<file path="src/flash_cfg_pkg.sv">
`default_nettype none
package flash_cfg_pkg;

    // ****************************************
    // Serial commands
    // ****************************************
    localparam logic [7:0] CMD_FAST_READ = 8'h0b;
    localparam logic [7:0] CMD_WRITE_VCFG = 8'h81;
    localparam logic [7:0] CMD_READ_VCFG = 8'h85;

    // ****************************************
    // Configuration register layout
    // ****************************************
    localparam int DUMMY_MSB = 7;
    localparam int DUMMY_LSB = 4;
    localparam int IN_PLACE_BIT = 3;
    localparam int RSVD_BIT = 2;
    localparam int WRAP_MSB = 1;
    localparam int WRAP_LSB = 0;
    localparam logic [7:0] VCFG_RESET = 8'hfb;
    localparam logic [3:0] DUMMY_ZERO = 4'h0;
    localparam logic [3:0] DUMMY_ALL_ONES = 4'hf;
    localparam logic [3:0] DUMMY_DEFAULT = 4'ha;
    localparam logic [1:0] WRAP_16 = 2'b00;
    localparam logic [1:0] WRAP_32 = 2'b01;
    localparam logic [1:0] WRAP_64 = 2'b10;
    localparam logic [1:0] WRAP_SEQ = 2'b11;
    localparam logic [23:0] MASK_16 = 24'h00000f;
    localparam logic [23:0] MASK_32 = 24'h00001f;
    localparam logic [23:0] MASK_64 = 24'h00003f;
    localparam logic [23:0] MASK_SEQ = 24'hffffff;

    // ****************************************
    // Controller registers on the bus
    // ****************************************
    localparam logic [3:0] REG_CTRL = 4'h0;
    localparam logic [3:0] REG_ADDR = 4'h4;
    localparam logic [3:0] REG_WDATA = 4'h8;
    localparam logic [3:0] REG_STATUS = 4'hc;
    localparam int CTRL_OP_LSB = 0;
    localparam int CTRL_EXIT_BIT = 2;
    localparam int CTRL_LEN_LSB = 8;
    localparam int STATUS_BUSY_BIT = 8;
    localparam int STATUS_CFG_LSB = 16;

    typedef enum logic [1:0] {OP_READ_CFG, OP_WRITE_CFG, OP_FAST_READ, OP_IN_PLACE_READ} host_op_t;

    // Dummy count actually used for a field value
    function automatic logic [3:0] eff_dummy(input logic [3:0] field);
        if (field == DUMMY_ZERO || field == DUMMY_ALL_ONES)
            return DUMMY_DEFAULT;
        return field;
    endfunction

    // Reserved bit forced to zero
    function automatic logic [7:0] clean_cfg(input logic [7:0] value);
        logic [7:0] v;
        v = value;
        v[RSVD_BIT] = 1'b0;
        return v;
    endfunction

endpackage
`default_nettype wire

</file>
<file path="src/flash_link_if.sv">
`default_nettype none
interface flash_link_if;
    logic sclk;
    logic cs_n;
    logic mosi;
    logic miso;
    logic miso_oe;
    logic miso_pin;

    // Released data line is pulled high
    assign miso_pin = miso_oe ? miso : 1'b1;

    modport host (output sclk, output cs_n, output mosi, input miso_pin);
    modport device (input sclk, input cs_n, input mosi, output miso, output miso_oe);
endinterface
`default_nettype wire

</file>
<file path="src/flash_vcfg_device.sv">
// Local design decisions: the placing of the registers and register access over Wishbone.
`default_nettype none
// Notes on behaviour
// - Bits 7:4 give dummy cycles after reads.
// - Field 0000 and 1111 both mean default.
// - Too few dummies gives wrong data silently.
// - Host sets dummies enough for its clock.
// - Bit 3 switches execute-in-place mode.
// - Feature digit 2 or 4 forces execute-in-place.
// - Wrap 00 wraps inside aligned 16 bytes.
// - Wrap 01 wraps inside aligned 32 bytes.
// - Wrap 10 wraps inside aligned 64 bytes.
// - Wrap 11 reads sequentially, the default.
// - Wrap starts at address, loops within block.
// - Writes take effect immediately.
// - Register reached only by its commands.
// - Single-edge host respects frequency per dummy count.
// - Double-edge host respects frequency per dummy count; the host here drives single edge only.
module flash_vcfg_device
    import flash_cfg_pkg::*;
#(
    parameter int FEATURE_DIGIT = 1,
    parameter logic [7:0] FILL = 8'h00
)
(
    input wire logic mclk,
    input wire logic rst_b,
    flash_link_if.device link,
    output logic [3:0] dummy_field,
    output logic execute_in_place,
    output logic [1:0] wrap_field,
    output logic in_place_active
);
    import flash_cfg_pkg::*;

    typedef enum {ST_CMD, ST_ADDR, ST_DUMMY, ST_DATA, ST_WRCFG, ST_RDCFG, ST_IGNORE} dev_state_t;

    localparam logic IN_PLACE_FORCED = (FEATURE_DIGIT == 2) || (FEATURE_DIGIT == 4);

    // ****************************************
    // Link synchronisers
    // ****************************************
    logic sclk_m, sclk_s, sclk_d;
    logic cs_m, cs_s, cs_d;
    logic mosi_m, mosi_s;
    logic rise, fall, frame_end;

    // Two flops on every link input, then edge history
    always_ff @(posedge mclk or negedge rst_b)
    begin
        if (!rst_b)
        begin
            sclk_m <= 1'b0;
            sclk_s <= 1'b0;
            sclk_d <= 1'b0;
            cs_m <= 1'b1;
            cs_s <= 1'b1;
            cs_d <= 1'b1;
            mosi_m <= 1'b0;
            mosi_s <= 1'b0;
        end
        else
        begin
            sclk_m <= link.sclk;
            sclk_s <= sclk_m;
            sclk_d <= sclk_s;
            cs_m <= link.cs_n;
            cs_s <= cs_m;
            cs_d <= cs_s;
            mosi_m <= link.mosi;
            mosi_s <= mosi_m;
        end
    end

    // Edges inside a selected frame
    assign rise = sclk_s & ~sclk_d & ~cs_s;
    assign fall = ~sclk_s & sclk_d & ~cs_s;
    assign frame_end = cs_s & ~cs_d;

    // ****************************************
    // Helpers
    // ****************************************
    // Block mask for the wrap field
    function automatic logic [23:0] wrap_mask(input logic [1:0] w);
        case (w)
            WRAP_16: return MASK_16;
            WRAP_32: return MASK_32;
            WRAP_64: return MASK_64;
            default: return MASK_SEQ;
        endcase
    endfunction

    // Next address, looping inside the aligned block
    function automatic logic [23:0] next_addr(input logic [23:0] a, input logic [1:0] w);
        logic [23:0] m;
        logic [23:0] inc;
        m = wrap_mask(w);
        inc = a + 24'h000001;
        return (a & ~m) | (inc & m);
    endfunction

    // Array contents modelled as a fixed pattern
    function automatic logic [7:0] data_of(input logic [23:0] a);
        return a[7:0] ^ FILL;
    endfunction

    // ****************************************
    // Registers and frame state
    // ****************************************
    logic [7:0] cfg;
    dev_state_t state;
    logic [4:0] cnt;
    logic [7:0] in_sr;
    logic [7:0] bit_in;
    logic [23:0] addr;
    logic [7:0] out_sr;
    logic [2:0] out_cnt;
    logic [4:0] dummy_last;
    logic in_place_keep, saw_dummy;
    logic in_place_on;

    assign bit_in = {in_sr[6:0], mosi_s};
    assign dummy_last = {1'b0, eff_dummy(cfg[DUMMY_MSB:DUMMY_LSB])} - 5'd1;
    assign in_place_on = IN_PLACE_FORCED | ~cfg[IN_PLACE_BIT];

    // Frame sequencer
    always_ff @(posedge mclk or negedge rst_b)
    begin
        if (!rst_b)
        begin
            state <= ST_CMD;
            cnt <= 5'd0;
        end
        else if (cs_s)
        begin
            state <= in_place_active ? ST_ADDR : ST_CMD;
            cnt <= 5'd0;
        end
        else if (rise)
        begin
            case (state)
                ST_CMD:
                begin
                    cnt <= cnt + 5'd1;
                    if (cnt == 5'd7)
                    begin
                        cnt <= 5'd0;
                        case (bit_in)
                            CMD_FAST_READ: state <= ST_ADDR;
                            CMD_WRITE_VCFG: state <= ST_WRCFG;
                            CMD_READ_VCFG: state <= ST_RDCFG;
                            default: state <= ST_IGNORE;
                        endcase
                    end
                end
                ST_ADDR:
                begin
                    cnt <= cnt + 5'd1;
                    if (cnt == 5'd23)
                    begin
                        cnt <= 5'd0;
                        state <= ST_DUMMY;
                    end
                end
                ST_DUMMY:
                begin
                    cnt <= cnt + 5'd1;
                    if (cnt == dummy_last)
                    begin
                        cnt <= 5'd0;
                        state <= ST_DATA;
                    end
                end
                ST_WRCFG:
                begin
                    cnt <= cnt + 5'd1;
                    if (cnt == 5'd7)
                        state <= ST_IGNORE;
                end
                default: state <= state;
            endcase
        end
    end

    // Input shifter
    always_ff @(posedge mclk or negedge rst_b)
    begin
        if (!rst_b)
            in_sr <= 8'h00;
        else if (rise)
            in_sr <= bit_in;
    end

    // Configuration register write
    always_ff @(posedge mclk or negedge rst_b)
    begin
        if (!rst_b)
            cfg <= VCFG_RESET;
        else if (rise && state == ST_WRCFG && cnt == 5'd7)
            cfg <= clean_cfg(bit_in);
    end

    // Read address, loaded then stepped per byte
    always_ff @(posedge mclk or negedge rst_b)
    begin
        if (!rst_b)
            addr <= 24'h000000;
        else if (rise && state == ST_ADDR)
            addr <= {addr[22:0], mosi_s};
        else if (fall && state == ST_DATA && out_cnt == 3'd7)
            addr <= next_addr(addr, cfg[WRAP_MSB:WRAP_LSB]);
    end

    // ****************************************
    // Output path
    // ****************************************
    // Bytes shift out MSB first on falling edges; no error flag exists
    always_ff @(posedge mclk or negedge rst_b)
    begin
        if (!rst_b)
        begin
            out_sr <= 8'h00;
            out_cnt <= 3'd0;
            link.miso <= 1'b0;
        end
        else if (cs_s)
        begin
            out_cnt <= 3'd0;
            link.miso <= 1'b0;
        end
        else if (rise && state == ST_CMD && cnt == 5'd7 && bit_in == CMD_READ_VCFG)
            out_sr <= clean_cfg(cfg);
        else if (rise && state == ST_DUMMY && cnt == dummy_last)
            out_sr <= data_of(addr);
        else if (fall && (state == ST_DATA || state == ST_RDCFG))
        begin
            link.miso <= out_sr[7];
            out_cnt <= out_cnt + 3'd1;
            if (out_cnt != 3'd7)
                out_sr <= {out_sr[6:0], 1'b0};
            else if (state == ST_RDCFG)
                out_sr <= clean_cfg(cfg);
            else
                out_sr <= data_of(next_addr(addr, cfg[WRAP_MSB:WRAP_LSB]));
        end
    end

    // Drive the data line only while answering
    always_ff @(posedge mclk or negedge rst_b)
    begin
        if (!rst_b)
            link.miso_oe <= 1'b0;
        else
            link.miso_oe <= ~cs_s & (state == ST_DATA || state == ST_RDCFG);
    end

    // ****************************************
    // Execute-in-place tracking
    // ****************************************
    // First dummy bit low keeps the mode for the next frame
    always_ff @(posedge mclk or negedge rst_b)
    begin
        if (!rst_b)
        begin
            in_place_keep <= 1'b0;
            saw_dummy <= 1'b0;
            in_place_active <= 1'b0;
        end
        else if (frame_end)
        begin
            if (saw_dummy)
                in_place_active <= in_place_keep;
            saw_dummy <= 1'b0;
        end
        else if (rise && state == ST_DUMMY && cnt == 5'd0)
        begin
            in_place_keep <= in_place_on & ~mosi_s;
            saw_dummy <= 1'b1;
        end
    end

    // Configuration views for the user side
    always_ff @(posedge mclk or negedge rst_b)
    begin
        if (!rst_b)
        begin
            dummy_field <= VCFG_RESET[DUMMY_MSB:DUMMY_LSB];
            execute_in_place <= 1'b0;
            wrap_field <= VCFG_RESET[WRAP_MSB:WRAP_LSB];
        end
        else
        begin
            dummy_field <= cfg[DUMMY_MSB:DUMMY_LSB];
            execute_in_place <= in_place_on;
            wrap_field <= cfg[WRAP_MSB:WRAP_LSB];
        end
    end

endmodule
`default_nettype wire

</file>
<file path="src/flat_wrapper.sv">
// flat-port wrapper written by rule: the top's interface ports become plain ports
module flash_vcfg_device_flat import flash_cfg_pkg::*;
#(
    parameter int FEATURE_DIGIT = 1,
    parameter logic [7:0] FILL = 8'h00
)
  (mclk, rst_b, dummy_field, execute_in_place, wrap_field, in_place_active, link_sclk, link_cs_n, link_mosi, link_miso, link_miso_oe);
  flash_link_if link_i ();
  input wire logic mclk;
  input wire logic rst_b;
  output logic [3:0] dummy_field;
  output logic execute_in_place;
  output logic [1:0] wrap_field;
  output logic in_place_active;
  input wire logic [$bits(link_i.sclk)-1:0] link_sclk;
  input wire logic [$bits(link_i.cs_n)-1:0] link_cs_n;
  input wire logic [$bits(link_i.mosi)-1:0] link_mosi;
  output wire logic [$bits(link_i.miso)-1:0] link_miso;
  output wire logic [$bits(link_i.miso_oe)-1:0] link_miso_oe;
  assign link_i.sclk = link_sclk;
  assign link_i.cs_n = link_cs_n;
  assign link_i.mosi = link_mosi;
  assign link_miso = link_i.miso;
  assign link_miso_oe = link_i.miso_oe;
  flash_vcfg_device #(.FEATURE_DIGIT(FEATURE_DIGIT), .FILL(FILL)) u_core (.mclk(mclk), .rst_b(rst_b), .link(link_i), .dummy_field(dummy_field), .execute_in_place(execute_in_place), .wrap_field(wrap_field), .in_place_active(in_place_active));
endmodule
</file>
<file path="config.mk">
export PLATFORM = sky130hd
export DESIGN_NAME = flash_vcfg_device_flat
export DESIGN_NICKNAME = d
export VERILOG_FILES = /design/src/flash_cfg_pkg.sv /design/src/flash_link_if.sv /design/src/flash_vcfg_device.sv /design/src/flat_wrapper.sv
export SDC_FILE = /design/constraint.sdc
export NUM_CORES = 1
export LEC_CHECK = 0
export BUFFER_PORTS_ARGS = -buffer_cell sky130_fd_sc_hd__buf_4
export CAP_MARGIN = 0
export CORE_ASPECT_RATIO = 0.75
export CORE_MARGIN = 2
export CORE_UTILIZATION = 50
export DETAILED_ROUTE_END_ITERATION = 10
export GPL_TIMING_DRIVEN = 0
export PLACE_DENSITY = 0.67
export REMOVE_ABC_BUFFERS = 1
export SETUP_SLACK_MARGIN = 0.4
export SLEW_MARGIN = 5
export SYNTH_ARGS = -nofsm -noshare
export SYNTH_HDL_FRONTEND = slang
export SYNTH_SLANG_ARGS = --single-unit
</file>
<file path="constraint.sdc">
create_clock -name mclk -period 3.6 [get_ports mclk]
set_clock_uncertainty 0.15 [all_clocks]
set_input_delay 0.18 -clock mclk [delete_from_list [all_inputs] [get_ports mclk]]
set_output_delay 0.18 -clock mclk [all_outputs]
set_load 0.02 [all_outputs]
</file>
==> results by group <==
Power and ir drop
  • Lkg Pwr: approximately 1.5 nW
  • Power density over the cells: between 300 and 400 nW/um2
  • Total design power: between 1 and 1.5 mW
  • Peak ir drop on the vdd network: approximately 0.30 mV

Critical path
  • Count of buffering cells on the critical path with inverters included: 0
  • Critical path startpoint category: register
  • CP Class: register to register
  • Delay of the slowest cell on the worst path: ~0.8 ns
  • Slowest stage cell, crit path: nor3b_2
  • Cell class contributing the biggest share of worst-path delay: simple AND/OR/NAND/NOR gates
  • Capturing element type of the critical path: register
  • Worst path arrival time: roughly 3.0 ns
  • Ordered cell list for the critical path: nor3b_2 -> nand2_1 -> or4_1 -> nor2_1 -> a21oi_1 -> o311ai_0 -> a211oi_1
  • Maximum fanout along the worst path: 14
  • WP data required: between 3 and 4 ns

Synthesis
  • Summed instance area of the synthesized netlist: ~3300 um2
  • Main flop type after synthesis: dfrtp_1
  • Main area contributors after synthesis: dfrtp_1 (34%), dfstp_2 (13%), mux2_2 (5.5%)
  • Synth Warn #: 0
  • Synthesized-area fraction occupied by and/or/nand/nor cells: about a fifth
  • Largest family of logic cells by synthesized area: simple AND/OR/NAND/NOR gates
  • Fraction of synthesized cell area taken by the top area cell type: between 30% and 40%
  • Number of distinct library cells after synthesis: 59
  • Share of synthesized cell area in full adder, half adder and majority cells: roughly 1.9%
  • Syn avg cell area: 9.84 um2
  • Sequential fraction of the synthesis area: a little under half
  • Post-synthesis xor/xnor area fraction: 3.47%
  • Complex-gate fraction of the synthesized area: between 15 and 20%
  • Multiplexer area fraction after synthesis: about 7.7%
  • Cell type with the highest aggregate area in the netlist: dfrtp_1
  • FF+latch count, synth: 61
  • Number of instances in the synthesized netlist: 333
  • Proportion of register bits with asynchronous set or reset after synthesis: 100%
  • Number of enable flip-flop cells after synthesis: 0

Clock tree
  • Number of buffers created by CTS: 9
  • Clock latency reported for the late side of the worst-skew pair: about 0.35 ns
  • TritonCTS clock tree: yes
  • Number of buffers added for setup after CTS: 0
  • H-tree level count: 3
  • Maximum number of buffers from clock root to sink: 2
  • Buffer cell driving the clock tree root: clkbuf_8
  • CTS clk-pin slew, worst paths: roughly 0.070 ns
  • Clock net sink count: 61

STA
  • Total count of hold-check failures in the final report: 0
  • Setup repair after global routing missed its margin: no
  • Setup-violating endpoint count in the final report: 0
  • Min cycle time layout: 2.97 ns
  • Final worst-path cycle share: around 83%
  • Worst Max-Slew Pin Slew: between 0.9 and 1 ns
  • Max_slew headroom: 37.9%
  • Total Neg Setup Slack: 0 ns
  • Peak clock frequency supported by timing: 336 MHz
  • Number of max-slew violations in the final report: 0

Floorplan
  • Die X: about 97 um
  • Floorplan die height: ~74 um
  • Boundary pin count: 15
  • Die outline area: a little over 7000 um2
  • Starting utilization of the core area: about half
  • Core region area: 6320 um2
  • Total number of placement rows: 25

Global route
  • Global-route usage over all layers: about a fifth
  • Global route overflow: 0
  • Wire length of the first global-routing pass: approximately 12 mm
  • Via count of the first global-routing pass: ~2400
  • Initial antenna violation count: 0
  • Maximum number of pins on one net before global-route repair: 62

Route
  • Remaining DRCs: 0
  • Via Count: approximately 2500
  • Routed Antenna Nets: 0
  • Sum of routed wire length over all layers: 6.88 mm
  • Average wire per standard cell: approximately 16 um
  • Number of DRC markers after the initial detailed-route iteration: approximately 220
  • Number of vias per cell after detailed routing: 5.87
  • DRT Pass-1 Iters: 4

Min path
  • Worst min-delay path class: register to register

Finish
  • Ant. Diodes: 0
  • Layout Nets: 353
  • Relative area change from synthesis to final layout: 10.1%
  • Layout cells sized above 1: 21.8%

Flow run
  • MaxCap Viol Count: 0

Place
  • Routability congestion estimate: around 0.84
  • Detail Placement HPWL: about 4.7 mm
  • Port Buffer Count: 14

Status
  • Result of the run: finished clean
==> stage by stage <==
stage / area [um2] / util (%) / worst slack [ns] / instances / hold WS (ns)
after floorplan: 3170 / - / 0.723 / 314 / -0.266
after detailed placement: 3380 / 53.5 / 0.205 / 409 / 0.141
after global routing: 3610 / 57.1 / 0.423 / 429 / 0.207
after global placement: 3380 / 53.4 / -0.0243 / 409 / 0.139
after CTS: 3600 / 57.0 / 0.583 / 429 / 0.201
final: 3610 / 57.1 / 0.627 / 429 / 0.201
==> path summary, 6_finish.rpt <==
| kind | start | end | slack [ns] | cells past startpoint |
|---|---|---|---|---|
| min | u_core.sclk_m | u_core.sclk_s | 0.20 | 0 |
| max reg2reg | u_core.cs_s | u_core.out_sr[7] | 0.63 | 7 |
| max | u_core.cs_s | u_core.out_sr[7] | 0.63 | 7 |
| max in group asynchronous | rst_b | u_core.state[2] | 2.49 | 2 |
| min reg2reg | u_core.sclk_m | u_core.sclk_s | 0.20 | 0 |
| min in group asynchronous | rst_b | u_core.out_sr[7] | 0.29 | 2 |
==> power by group <==
| part | leakage (nW) | internal, mW | switching (mW) | total, mW |
|---|---|---|---|---|
| clock | 0.0815 | 0.268 | 0.280 | 0.548 |
| combinational | 0.614 | 0.0432 | 0.0454 | 0.0886 |
| sequential | 0.765 | 0.725 | 0.0500 | 0.775 |
| total | 1.46 | 1.04 | 0.375 | 1.41 |
==> Yosys cell counts, types with 2 or more instances <==
cell type / count
a22oi_1: 3
xnor2_1: 8
o2111ai_1: 3
o21bai_1: 2
nand3_1: 14
and3b_1: 2
o211a_1: 2
a211oi_1: 2
o22ai_1: 2
clkbuf_1: 8
a221o_1: 2
inv_1: 13
and3_1: 3
o21ai_0: 26
o31ai_1: 2
mux2i_1: 6
nor4_1: 4
mux2_2: 16
nand2b_1: 3
ha_1: 5
o211ai_1: 2
nand4_1: 6
nand3b_1: 3
nor3b_1: 2
a211oi_2: 2
nand2_1: 36
dfstp_2: 16
a31oi_1: 4
nor2_1: 27
buf_2: 7
buf_6: 3
nor3_1: 6
a21oi_1: 18
dfrtp_1: 45
xor2_1: 5
a31o_2: 2
==> layer usage <==
layer	GRT usage [%]	up-vias	wire length [um]
li1	-	1213	-
met1	31.0	1248	3470
met2	30.0	53	3010
met3	5.36	4	361
met4	8.18	0	46
met5	0	-	0
==> cell type report <==
class	instances	area, um2
flip-flops and latches	61	1550
fillers	564	2710
inverters	14	52.6
well taps	81	101
clock inverters	5	36.3
clock buffers	11	141
multi-input cells	239	1580
repair buffers	18	145
==> cell usage in the layout, fill, tap and decap left out, drive strengths merged, types with 3 or more instances in the layout <==
cell and n:
dfrtp 45, nand2 36, nor2 28, o21ai 26, a21oi 18, mux2 17, dfstp 16, nand3 14
buf 14, inv 14, clkbuf 11, xnor2 8, nor3 8, nand4 6, mux2i 6, xor2 5
ha 5, a31oi 5, nor4 5, dlygate4sd3 4, a211oi 4, and3 3, o2111ai 3, nand2b 3
nand3b 3, a22oi 3, clkinvlp 3
==> worst register-to-register path, stage by stage, from the launching register on <==
cell	delay, ns
dfstp_2	0.46
nor3b_2	0.80
nand2_1	0.27
or4_1	0.74
nor2_1	0.15
a21oi_1	0.05
o311ai_0	0.13
a211oi_1	0.09
==> sequential cells by signal (all words and copies together) (netlist names), 2 cells and up <==
name	cells
u_core.wrap_field	2
u_core.in_sr	7
u_core.cfg	7
u_core.cnt	5
u_core.out_cnt	3
u_core.out_sr	8
u_core.dummy_field	4
u_core.addr	8
u_core.state	3
==> logic make-up (layout without fill, tap and decap cells) <==
family,after synthesis,in the layout
adder cells (fa/ha/maj),5,5
buffers and inverters,33,48
AO/OA/AOI/OAI,80,80
flip-flops,61,61
multiplexers,23,23
AND/OR/NAND/NOR,118,118
XOR/XNOR,13,13
==> repair_timing <==
action | CTS | global route
setup endpoints to repair | 5 | 1
gates resized for setup | 1 | 1
hold buffers | 4 | 0
endpoints found under the hold margin | 48 | 0
Note: power is estimated with default switching activity, not from simulation.
